$ cat config.mk
export PLATFORM = sky130hd
export DESIGN_NAME = vintc_top
export DESIGN_NICKNAME = d
export VERILOG_FILES = /design/src/common/vintc_pkg.sv /design/src/rtl/vintc_slot.sv /design/src/rtl/vintc_prio.sv /design/src/rtl/vintc_top.sv
export VERILOG_INCLUDE_DIRS = /design/src /design/src/common
export SDC_FILE = /design/constraint.sdc
export NUM_CORES = 2
export LEC_CHECK = 0
export BUFFER_PORTS_ARGS = -buffer_cell sky130_fd_sc_hd__buf_2
export CAP_MARGIN = 5
export CORE_ASPECT_RATIO = 0.7
export CORE_UTILIZATION = 40
export DETAILED_ROUTE_END_ITERATION = 8
export REMOVE_ABC_BUFFERS = 1
export SETUP_SLACK_MARGIN = 0.15
export SLEW_MARGIN = 40
export SYNTH_ARGS = -nofsm -noshare
export SYNTH_HDL_FRONTEND = slang
export SYNTH_SLANG_ARGS = --single-unit
$ cat constraint.sdc
create_clock -name mclk -period 4 [get_ports mclk]
set_input_delay 0.8 -clock mclk [delete_from_list [all_inputs] [get_ports mclk]]
set_output_delay 0.8 -clock mclk [all_outputs]
set_load 0.02 [all_outputs]
$ cat src/common/vintc_params.svh
// register offsets, field positions and reset values of the vector interrupt unit
// assumes 12-bit byte offsets within the unit's window on an APB bus
`ifndef VINTC_PARAMS_SVH
`define VINTC_PARAMS_SVH

// word registers, byte offsets
`define VINTC_OFF_NORM_STAT  12'h000
`define VINTC_OFF_FAST_STAT  12'h004
`define VINTC_OFF_RAW_STAT   12'h008
`define VINTC_OFF_CLASS_SEL  12'h00C
`define VINTC_OFF_EN_SET     12'h010
`define VINTC_OFF_EN_CLR     12'h014
`define VINTC_OFF_SOFT_SET   12'h018
`define VINTC_OFF_SOFT_CLR   12'h01C
`define VINTC_OFF_PROTECT    12'h020
`define VINTC_OFF_VEC_ADDR   12'h030
`define VINTC_OFF_DEF_ADDR   12'h034
`define VINTC_OFF_EVT_STAT   12'h040
`define VINTC_OFF_EVT_MASK   12'h044

// slot pages, offset bits 11:8; slot n at page base + 4n
`define VINTC_PAGE_SLOT_ADDR 4'h1
`define VINTC_PAGE_SLOT_CTL  4'h2

// field positions
`define VINTC_SLOT_SRC_LSB   0
`define VINTC_SLOT_EN_BIT    5
`define VINTC_PROT_BIT       0
`define VINTC_EVT_PROT_BIT   0
`define VINTC_EVT_SIZE_BIT   1

// reset values and bus constants
`define VINTC_RST_WORD       32'h0000_0000
`define VINTC_RST_EVT        2'h0
`define VINTC_FULL_STRB      4'hF

`endif

$ cat src/common/vintc_pkg.sv
// types shared by the vector interrupt unit modules
// assumes nothing beyond a SystemVerilog compiler
package vintc_pkg;

   // width of a source index
   localparam int SRC_W = 5;

   // apb request fields that travel together
   typedef struct packed {
      logic [11:0] paddr;
      logic        pwrite;
      logic [31:0] pwdata;
      logic [3:0]  pstrb;
      logic [2:0]  pprot;
   } vintc_apb_req_t;

   // one vectored slot's control
   typedef struct packed {
      logic             en;
      logic [SRC_W-1:0] src;
   } vintc_slot_cfg_t;

endpackage

$ cat src/rtl/vintc_slot.sv
// one vectored slot: compares its chosen source against the normal requests
// assumes the requests are already enabled and classed as normal
`timescale 1ns/1ps
`default_nettype none

module vintc_slot #(
   parameter int NSRC = 32
) (
   // slot control
   input  wire vintc_pkg::vintc_slot_cfg_t cfg,
   // enabled normal requests
   input  wire logic [NSRC-1:0]            norm_req,
   // slot is requesting
   output logic                            hit
);

   // any source may sit in any slot
   assign hit = cfg.en & norm_req[cfg.src];

endmodule

`default_nettype wire

$ cat src/rtl/vintc_prio.sv
// slot priority chooser: lowest requesting slot wins, else default address
// assumes hit bits come from the slot comparators of the same cycle
`timescale 1ns/1ps
`default_nettype none

module vintc_prio #(
   parameter int NSLOT = 16
) (
   // slot state
   input  wire logic [NSLOT-1:0]       hit,
   input  wire logic [NSLOT-1:0][31:0] slot_addr,
   input  wire logic [31:0]            def_addr,
   // chosen address
   output logic [31:0]                 vec_addr,
   output logic                        any_hit
);

   // scan from lowest priority up so slot 0 overrides all
   always_comb begin
      vec_addr = def_addr;
      for (int i = NSLOT - 1; i >= 0; i--) begin
         if (hit[i]) begin
            vec_addr = slot_addr[i];
         end
      end
   end

   // any vectored slot requesting
   assign any_hit = |hit;

endmodule

`default_nettype wire

$ cat src/rtl/vintc_top.sv
// vector interrupt unit: classes 32 requests into fast, vectored, default
// assumes an APB master on mclk and requests synchronous to mclk
//
// Behaviour
// 32 request inputs, each classed by software as fast, vectored or default.
// fast interrupt output is the OR of all fast-classed enabled requests.
// a readable word shows which fast-classed sources are requesting.
// 16 vectored slots take any source; slot 0 highest, 15 lowest.
// fixed ranking: fast first, then vectored, then default normal requests.
// normal interrupt output is the OR of all enabled normal-classed requests.
// vector address read returns highest-priority requesting slot's routine address.
// with no slot requesting, vector address read returns the default address.
// a readable word shows which normal requests are active.
// software uses full-word accesses only; partial writes are not supported.
// software interrupt bits are ORed with the hardware requests.
// ones written to enable-clear clear enables; zeros leave them.
// class status shows enabled requests of that class; raw shows all.
// with protection on, only privileged accesses are accepted.
// both interrupt outputs are levels held while qualifying requests remain.
// enabled normal request in no slot counts only as default path.
`timescale 1ns/1ps
`default_nettype none
`include "vintc_params.svh"

module vintc_top #(
   parameter int NSLOT = 16
) (
   // clock, reset, enable
   input  wire logic                      mclk,
   input  wire logic                      rst,
   input  wire logic                      ce,
   // apb slave
   input  wire logic                      psel,
   input  wire logic                      penable,
   input  wire vintc_pkg::vintc_apb_req_t apb_req,
   output logic [31:0]                    prdata,
   output logic                           pready,
   output logic                           pslverr,
   // peripheral requests
   input  wire logic [31:0]               irq_in,
   // to the processor core
   output logic                           fast_interrupt,
   output logic                           norm_interrupt,
   // bus fault interrupt
   output logic                           fault_irq
);

   localparam int NSRC = 32;
   localparam int SW   = vintc_pkg::SRC_W;

   // software state
   logic [NSRC-1:0]                         sel_q;
   logic [NSRC-1:0]                         en_q;
   logic [NSRC-1:0]                         soft_q;
   logic                                    prot_q;
   logic [31:0]                             def_q;
   logic [NSLOT-1:0][31:0]                  slot_addr_q;
   vintc_pkg::vintc_slot_cfg_t [NSLOT-1:0]  slot_cfg_q;
   logic [1:0]                              evt_q;
   logic [1:0]                              mask_q;
   // bus state
   logic                                    rdy_q;
   logic                                    err_q;
   logic [31:0]                             rdata_q;
   logic [31:0]                             rdata_d;
   logic                                    err_d;
   // output state
   logic                                    fast_q;
   logic                                    norm_q;
   logic                                    fault_q;
   // request paths
   logic [NSRC-1:0]                         raw_w;
   logic [NSRC-1:0]                         fast_stat_w;
   logic [NSRC-1:0]                         norm_stat_w;
   logic [NSLOT-1:0]                        hit_w;
   logic [31:0]                             vec_w;
   logic                                    any_hit_w;
   // bus decode
   logic [11:0]                             addr;
   logic [31:0]                             wdata;
   logic [3:0]                              sidx;
   logic                                    cap_w;
   logic                                    acc_w;
   logic                                    priv_ok;
   logic                                    size_ok;
   logic                                    slot_ok;
   logic                                    apg_w;
   logic                                    cpg_w;
   logic                                    map_w;
   logic                                    wr_ok_w;
   logic [1:0]                              evt_set_w;
   logic [1:0]                              evt_clr_w;

   // request classing
   assign raw_w       = irq_in | soft_q;
   assign fast_stat_w = raw_w & en_q & sel_q;
   assign norm_stat_w = raw_w & en_q & ~sel_q;

   // vectored slots see only normal requests, so fast ranks above them
   genvar g;
   generate
      for (g = 0; g < NSLOT; g++) begin : g_slot
         vintc_slot #(
            .NSRC     (NSRC)
         ) u_slot (
            .cfg      (slot_cfg_q[g]),
            .norm_req (norm_stat_w),
            .hit      (hit_w[g])
         );
      end
   endgenerate

   // slot priority and default address
   vintc_prio #(
      .NSLOT     (NSLOT)
   ) u_prio (
      .hit       (hit_w),
      .slot_addr (slot_addr_q),
      .def_addr  (def_q),
      .vec_addr  (vec_w),
      .any_hit   (any_hit_w)
   );

   // bus fields and phases
   assign addr    = apb_req.paddr;
   assign wdata   = apb_req.pwdata;
   assign sidx    = addr[5:2];
   assign cap_w   = ce & psel & ~rdy_q;
   assign acc_w   = ce & psel & penable & rdy_q;
   assign priv_ok = ~prot_q | apb_req.pprot[0];
   assign size_ok = ~apb_req.pwrite | (apb_req.pstrb == `VINTC_FULL_STRB);
   assign slot_ok = ({28'h0000000, sidx} < NSLOT) & (addr[7:6] == 2'h0);
   assign apg_w   = (addr[11:8] == `VINTC_PAGE_SLOT_ADDR) & slot_ok;
   assign cpg_w   = (addr[11:8] == `VINTC_PAGE_SLOT_CTL) & slot_ok;
   assign wr_ok_w = acc_w & apb_req.pwrite & map_w & priv_ok & size_ok;

   // answer: data latched in setup, ready one cycle later
   assign pready  = psel & penable & rdy_q & ce;
   assign pslverr = pready & err_q;
   assign prdata  = rdata_q;

   // read mux and address map
   always_comb begin
      rdata_d = `VINTC_RST_WORD;
      map_w   = 1'b1;
      if (apg_w) begin
         rdata_d = slot_addr_q[sidx];
      end else if (cpg_w) begin
         rdata_d[`VINTC_SLOT_EN_BIT] = slot_cfg_q[sidx].en;
         rdata_d[`VINTC_SLOT_SRC_LSB +: SW] = slot_cfg_q[sidx].src;
      end else begin
         case (addr)
            `VINTC_OFF_NORM_STAT: rdata_d = norm_stat_w;
            `VINTC_OFF_FAST_STAT: rdata_d = fast_stat_w;
            `VINTC_OFF_RAW_STAT:  rdata_d = raw_w;
            `VINTC_OFF_CLASS_SEL: rdata_d = sel_q;
            `VINTC_OFF_EN_SET:    rdata_d = en_q;
            `VINTC_OFF_EN_CLR:    rdata_d = `VINTC_RST_WORD;
            `VINTC_OFF_SOFT_SET:  rdata_d = soft_q;
            `VINTC_OFF_SOFT_CLR:  rdata_d = `VINTC_RST_WORD;
            `VINTC_OFF_PROTECT:   rdata_d[`VINTC_PROT_BIT] = prot_q;
            `VINTC_OFF_VEC_ADDR:  rdata_d = vec_w;
            `VINTC_OFF_DEF_ADDR:  rdata_d = def_q;
            `VINTC_OFF_EVT_STAT:  rdata_d[1:0] = evt_q;
            `VINTC_OFF_EVT_MASK:  rdata_d[1:0] = mask_q;
            default:              map_w = 1'b0;
         endcase
      end
      // refused accesses read as zero
      if (!priv_ok || !map_w) begin
         rdata_d = `VINTC_RST_WORD;
      end
      err_d = ~map_w | ~priv_ok | ~size_ok;
   end

   // setup capture and access completion
   always_ff @(posedge mclk) begin
      if (rst) begin
         rdy_q   <= 1'b0;
         err_q   <= 1'b0;
         rdata_q <= `VINTC_RST_WORD;
      end else if (cap_w) begin
         rdy_q   <= 1'b1;
         err_q   <= err_d;
         rdata_q <= apb_req.pwrite ? `VINTC_RST_WORD : rdata_d;
      end else if (acc_w) begin
         rdy_q   <= 1'b0;
      end
   end

   // class select: one means fast
   always_ff @(posedge mclk) begin
      if (rst) begin
         sel_q <= `VINTC_RST_WORD;
      end else if (wr_ok_w && addr == `VINTC_OFF_CLASS_SEL) begin
         sel_q <= wdata;
      end
   end

   // enables: set by ones, cleared by ones at the clear location
   always_ff @(posedge mclk) begin
      if (rst) begin
         en_q <= `VINTC_RST_WORD;
      end else if (wr_ok_w && addr == `VINTC_OFF_EN_SET) begin
         en_q <= en_q | wdata;
      end else if (wr_ok_w && addr == `VINTC_OFF_EN_CLR) begin
         en_q <= en_q & ~wdata;
      end
   end

   // software interrupts: set and clear by ones
   always_ff @(posedge mclk) begin
      if (rst) begin
         soft_q <= `VINTC_RST_WORD;
      end else if (wr_ok_w && addr == `VINTC_OFF_SOFT_SET) begin
         soft_q <= soft_q | wdata;
      end else if (wr_ok_w && addr == `VINTC_OFF_SOFT_CLR) begin
         soft_q <= soft_q & ~wdata;
      end
   end

   // protection and default address
   always_ff @(posedge mclk) begin
      if (rst) begin
         prot_q <= 1'b0;
         def_q  <= `VINTC_RST_WORD;
      end else begin
         if (wr_ok_w && addr == `VINTC_OFF_PROTECT) begin
            prot_q <= wdata[`VINTC_PROT_BIT];
         end
         if (wr_ok_w && addr == `VINTC_OFF_DEF_ADDR) begin
            def_q <= wdata;
         end
      end
   end

   // slot routine addresses
   always_ff @(posedge mclk) begin
      if (rst) begin
         slot_addr_q <= '0;
      end else if (wr_ok_w && apg_w) begin
         slot_addr_q[sidx] <= wdata;
      end
   end

   // slot control: enable and source index
   always_ff @(posedge mclk) begin
      if (rst) begin
         slot_cfg_q <= '0;
      end else if (wr_ok_w && cpg_w) begin
         slot_cfg_q[sidx].en  <= wdata[`VINTC_SLOT_EN_BIT];
         slot_cfg_q[sidx].src <= wdata[`VINTC_SLOT_SRC_LSB +: SW];
      end
   end

   // fault events: refused privilege, partial-width write
   assign evt_set_w[`VINTC_EVT_PROT_BIT] = acc_w & ~priv_ok;
   assign evt_set_w[`VINTC_EVT_SIZE_BIT] = acc_w & priv_ok & ~size_ok;
   assign evt_clr_w = (wr_ok_w && addr == `VINTC_OFF_EVT_STAT) ? wdata[1:0] : 2'h0;

   // sticky status, set wins over clear
   always_ff @(posedge mclk) begin
      if (rst) begin
         evt_q <= `VINTC_RST_EVT;
      end else if (ce) begin
         evt_q <= (evt_q & ~evt_clr_w) | evt_set_w;
      end
   end

   // fault mask
   always_ff @(posedge mclk) begin
      if (rst) begin
         mask_q <= `VINTC_RST_EVT;
      end else if (wr_ok_w && addr == `VINTC_OFF_EVT_MASK) begin
         mask_q <= wdata[1:0];
      end
   end

   // level outputs to the core
   always_ff @(posedge mclk) begin
      if (rst) begin
         fast_q  <= 1'b0;
         norm_q  <= 1'b0;
         fault_q <= 1'b0;
      end else if (ce) begin
         fast_q  <= |fast_stat_w;
         norm_q  <= |norm_stat_w;
         fault_q <= |(evt_q & mask_q);
      end
   end

   assign fast_interrupt = fast_q;
   assign norm_interrupt = norm_q;
   assign fault_irq      = fault_q;
endmodule

`default_nettype wire

======== Yosys cells after proc, flatten, opt, wreduce, memory -nomap -nowiden ========
Index checks and enable logic that the tools add are counted.
storage, ports and cells
  register bits ........................... 778
  bits of input ports ..................... 89
  output and inout port bits .............. 37
operators by class
  $lt $le $gt $ge ......................... 18
  eq/ne operators ......................... 15
  muxes and demuxes ....................... 79
  bitwise operators ....................... 57
  reductions and logical operators ........ 24
operators by type and width
  operator                                                     count
  2-to-1 mux 32 bit                                            25
  bitwise mux 512 bit                                          1
  case mux 30 bit (8 select lines)                             1
  bitwise mux 96 bit                                           2
  bitwise AND 32 bit                                           5
  binary-select mux 32 bit (select 4 bit)                      1
  demux 32 bit (select 4 bit)                                  1
  less-than comparator 5 x 6 -> 1 bit (second input constant)  16
  bitwise OR 32 bit                                            3
  binary-select mux 1 bit (select 5 bit)                       16
  NOT 32 bit                                                   2
  OR reduction 32 bit                                          2
  demux 6 bit (select 4 bit)                                   2
  == test 12 x 5 -> 1 bit (second input constant)              4
  == test 12 x 6 -> 1 bit (second input constant)              3
  bitwise AND 1 bit                                            33
  2-to-1 mux 26 bit                                            1
  binary-select mux 6 bit (select 4 bit)                       1
  == test 12 x 4 -> 1 bit (second input constant)              2
  == test 12 x 7 -> 1 bit (second input constant)              2
  2-to-1 mux 1 bit                                             21
  2-to-1 mux 6 bit                                             3
  OR reduction 13 bit                                          1
  == test 12 x 3 -> 1 bit (second input constant)              1
  21 further kinds                                             44

======== Depth between registers and ports, before layout ========
  word-level depth ........................ 27
  depth in mapped cells ................... 15

======== Cells and area by module ========
From an unflattened synthesis, not the netlist that was laid out.
second synthesis, totals
  cell total of the unflattened synthesis .. 5426
  area total of the unflattened synthesis .. 44433.9 um2
modules (own cells, without submodules)
  module      instances  cells each  area each (um2)
  vintc_top   1          4368        35006.1
  vintc_slot  16         23          322.8
  vintc_prio  1          690         4262.8

======== Worst setup path before layout ========
OpenSTA, ideal clock, no wires.
  kind .................................... input-to-reg
  start ................................... in apb_req[42] in the netlist's numbering
  end ..................................... reg rdata_q[12] (netlist: prdata[12])
  setup time .............................. 0.145 ns
  arrival time ............................ 3.487 ns
  setup slack ............................. 0.368 ns
  cell stages on the path ................. 9
  path through ............................ clkbuf_1 buf_2 buf_2 buf_2 buf_2 mux4_2 mux4_2 o21ai_0 a221oi_2
on the way
  cells in the longest elaborated chain, start to end .. 9
  elaborated cells between the ends (all ways) .. 26
ends and longest elaborated chain
  item                                             RTL line          source
  from (decl)                                      vintc_top.sv:35   input wire vintc_pkg::vintc_apb_req_t apb_req,
  == test 12 x 4 -> 1 bit (tied with other cells)  vintc_top.sv:152  case (addr)
  OR reduction 13 bit (no line)                    --
  2-to-1 mux 1 bit                                 vintc_top.sv:152
  2-to-1 mux 1 bit                                 vintc_top.sv:148  end else if (cpg_w) begin
  2-to-1 mux 1 bit                                 vintc_top.sv:146  if (apg_w) begin
  logical NOT 1 bit                                vintc_top.sv:170  if (!priv_ok || !map_w) begin
  logical OR 1 bit                                 vintc_top.sv:170
  2-to-1 mux 32 bit (*)                            vintc_top.sv:170
  2-to-1 mux 32 bit (*)                            vintc_top.sv:185  rdata_q <= apb_req.pwrite ? `VINTC_RST_WORD : rdata_d;
  to (signal assigned)                             vintc_top.sv:181  rdata_q <= `VINTC_RST_WORD;
  to (signal assigned)                             vintc_top.sv:185
  to (decl)                                        vintc_top.sv:64   logic [31:0] rdata_q;
Mark *: on every way between the ends. The rest lies on a longest branch, timed or not. The select of a mux whose other input is x is not followed.
A chain may end at the register's enable or synchronous reset.

==> run_results.csv <==
group,metric,value,unit
clock_network,ctsLongestPathBuffers,3,
clock_network,cts_tree,"built",
grt,grt_use_total,0.413,
floorplanning,dieArea,112000,um^2
clock_network,cts_htree_levels,3,
floorplanning,rows,101,
critical_path,crit_required,4.60,ns
clock_network,clockRootBuffer,"clkbuf_16",
synthesis,synth_area_per_cell,7.72,um^2
floorplanning,start_util,0.406,
power_and_ir_drop,powerDensity,310,nW/um^2
floorplanning,coreArea,109000,um^2
synthesis,ys_types,98,
critical_path,max_stage_delay,0.59,ns
grt,grt_pass1_vias,45138,
synthesis,ys_async_sr_fraction,0,
place,place_congestion,1.09,
synthesis,synth_edf_count,0,
synthesis,ys_seq_area_frac,0.351,
sta,final_max_slew_viol_count,0,
synthesis,netlist_area,44400,um^2
drt,viasPerCell,6.61,
floorplanning,die_h,281,um
place,pre_cts_ws,-0.521,ns
drt,wire_per_inst,31.6,um
grt,grt_start_max_net_pins,194,
place,dp_hpwl,172000,um
worst_hold_path,hp-class,"input port to flip-flop",
power_and_ir_drop,ir_drop,295,uV
outcome,run_status,"complete, no violations",
clock_network,cts-hold-fix-buffers,0,
critical_path,worstSetupStartpointType,"flip-flop",
sta,finalCriticalPeriod,3.84,ns
critical_path,cp.arrival,4.44,ns
clock_network,cts_sinks,778,
critical_path,crit_type,"flip-flop to flip-flop",
flow_run,max_cap_violations,0,
critical_path,cp_slowest_cell,"mux4_2",
clock_network,cts_buffers,82,
finish,drive_gt1_frac,0.212,
synthesis,synthCells,5747,
sta,post-route-period-util,0.960,
drt,drtIter0Drc,8396,
sta,hold_viol,0,
finish,num-nets-final,6116,
floorplanning,boundaryPins,126,
critical_path,critPathTopFamily,"compound AO/OA/AOI/OAI gates",
critical_path,path_cells,"o21ai_2, buf_4, nand2b_1, mux4_2, a2111oi_0, a21oi_2, o2bb2ai_2, buf_12, or2_1, nor2_2, buf_12, a221o_1, o21ai_1, o21ai_1",
synthesis,synth_ff_type,"dfxtp_1",
sta,rsz0062_at_grt,"true",
sta,relSlewSlack,0.352,
drt,drc_errors,0,
place,port_buffers,123,
power_and_ir_drop,p_leak,18.2,nW
grt,grt_first_pass_wirelength,334000,um
finish,syn2layout_area_growth,21.6,%
grt,grt_overflow,0,
synthesis,ys_ff_latch,778,
floorplanning,die_w,400,um
place,placed_area,50900,um^2
sta,worst_slew_pin_slew,0.972,ns
sta,finClkSkew,0.0453,ns
drt,routed_wl,238000,um
finish,stdcell_area,53900,um^2
clock_network,cts.clk_slew.worst_paths,0.07,ns
drt,ant_nets,0,
finish,nFillCells,10442,
critical_path,crit_fanout,12,
sta,finalWorstSetupSlack,0.162,ns
critical_path,cp-end-kind,"flip-flop",
synthesis,synth_warnings,0,
synthesis,yosys.area.top_type_share,0.351,
finish,final_util,0.494,
sta,setup_violations,0,
drt,via_count,49867,
synthesis,synth_area_leaders,"dfxtp_1 (35%), nand2_1 (14%), mux4_2 (12%)",
synthesis,synth_top_area_cell,"dfxtp_1",
sta,max_freq,0.261,GHz
critical_path,path_buf_inv,3,
clock_network,insertion_delay,0.72,ns
grt,antenna_found_initial,12,
drt,first_pass_iters,7,
-- state kept, by name, indices dropped and copies added, names as in the netlist, 2 cells and up, named ones only --
signal	count
mask_q	2
prdata	32
def_q	32
evt_q	2
slot_cfg_q	96
sel_q	32
slot_addr_q	512
-- synthesized netlist by cell type, types with 15 or more instances --
library cell / instances
nand2_1: 1666
a21oi_1: 845
dfxtp_1: 778
clkbuf_1: 452
nor2_1: 295
mux4_2: 243
o21ai_0: 150
nor3_1: 133
a22oi_1: 100
inv_1: 77
buf_2: 72
nand3_1: 58
a221oi_1: 57
o22ai_1: 52
o21ai_1: 51
mux2i_1: 50
nand2b_1: 49
a211oi_1: 45
o211ai_1: 44
nor4_1: 36
o221ai_1: 34
a2111oi_0: 31
nor2b_1: 28
o2111ai_1: 27
o31ai_1: 22
o21ai_2: 21
a31o_2: 20
nor3b_1: 19
nand4_1: 17
a221oi_2: 16
and2_1: 16
buf_1: 16
a221o_1: 15
-- worst paths after layout --
kind / start / end / slack, ns / depth (start not counted)
setup / recovery: flip-flop / prdata[30] / 0.16 / 14
setup reg to reg: flip-flop / prdata[30] / 0.16 / 14
hold reg to reg: slot_addr_q[452] / slot_addr_q[452] / 0.46 / 2
hold / removal: psel / rdy_q / 0.43 / 3
-- kinds of logic after synthesis --
family | Yosys count | share of synthesized area
and+or+nand+nor | 2386 | 0.223
AOI/OAI and AO/OA | 1648 | 0.232
DFF | 778 | 0.351
buffers and inverters | 637 | 0.0571
muxes | 297 | 0.136
xor gates and xnor gates | 1 | 0.000198
-- layer usage --
metal / global-route usage / part of all wire / up-vias / wire (um)
met3: 0.146 / 0.16 / 675 / 37800
li1: - / - / 21031 / -
met1: 0.577 / 0.39 / 24096 / 94100
met2: 0.564 / 0.40 / 4059 / 94500
met5: 0 / 0.00023 / - / 54
met4: 0.184 / 0.051 / 6 / 12100
-- area by class of cell --
cell class              count  area, um^2  area share
multi-input cells        4332       26600       0.493
flip-flops and latches    778       15600       0.289
repair buffers            748        6840       0.127
clock buffers             116        2360      0.0438
well taps                1442        1800      0.0335
clock inverters            34         442     0.00819
inverters                  85         319     0.00592
diodes                      6        15.0    0.000278
-- worst reg2reg max path, stage by stage, from the launching register on --
cell and delay (ns):
dfxtp_1 0.45, o21ai_2 0.11, buf_4 0.14, nand2b_1 0.33, mux4_2 0.59, a2111oi_0 0.53
a21oi_2 0.09, o2bb2ai_2 0.20, buf_12 0.17, or2_1 0.16, nor2_2 0.13, buf_12 0.19
a221o_1 0.37, o21ai_1 0.17, o21ai_1 0.08
-- placed cells by master (no fill, tap or decap), types with 33 or more instances in the layout --
master,instances
inv_1,77
a221oi_1,57
nor2_1,268
o21ai_0,150
clkbuf_16,82
nand3_1,56
nand2_1,1649
buf_4,508
dfxtp_1,777
nor3_1,129
nand2b_1,48
buf_12,115
mux4_2,243
o221ai_1,33
o21ai_1,50
o22ai_1,52
a22oi_1,99
o211ai_1,44
mux2i_1,49
nor4_1,36
a21oi_1,844
buf_2,116
a211oi_1,45
-- power by group --
group | switching [mW] | internal, mW
Combinational | 0.600 | 0.201
Sequential | 0.00249 | 7.75
Clock | 3.67 | 4.50
-- what timing repair did --
| action | 4_1_cts | 5_1_grt |
|---|---|---|
| setup buffers | 0 | 7 |
| hold endpoints to repair | 0 | 0 |
| resized for setup | 3 | 17 |
| pin swaps | 1 | 3 |
| setup endpoints to repair | 17 | 30 |
-- through the flow --
stage / TNS, ns / hold slack [ns] / std cells / total power [mW]
2_1_floorplan: -97.37 / 0.430 / 5195 / 8.06
3_3_place_gp: -15.91 / 0.447 / 7375 / 8.69
3_5_place_dp: -17.33 / 0.453 / 7376 / 8.69
4_1_cts: 0 / 0.403 / 7526 / 16.7
5_1_grt: 0 / 0.473 / 7536 / 17.0
6_report: 0 / 0.430 / 7541 / 16.7
No activity file was read; power rests on OpenSTA's default activity.
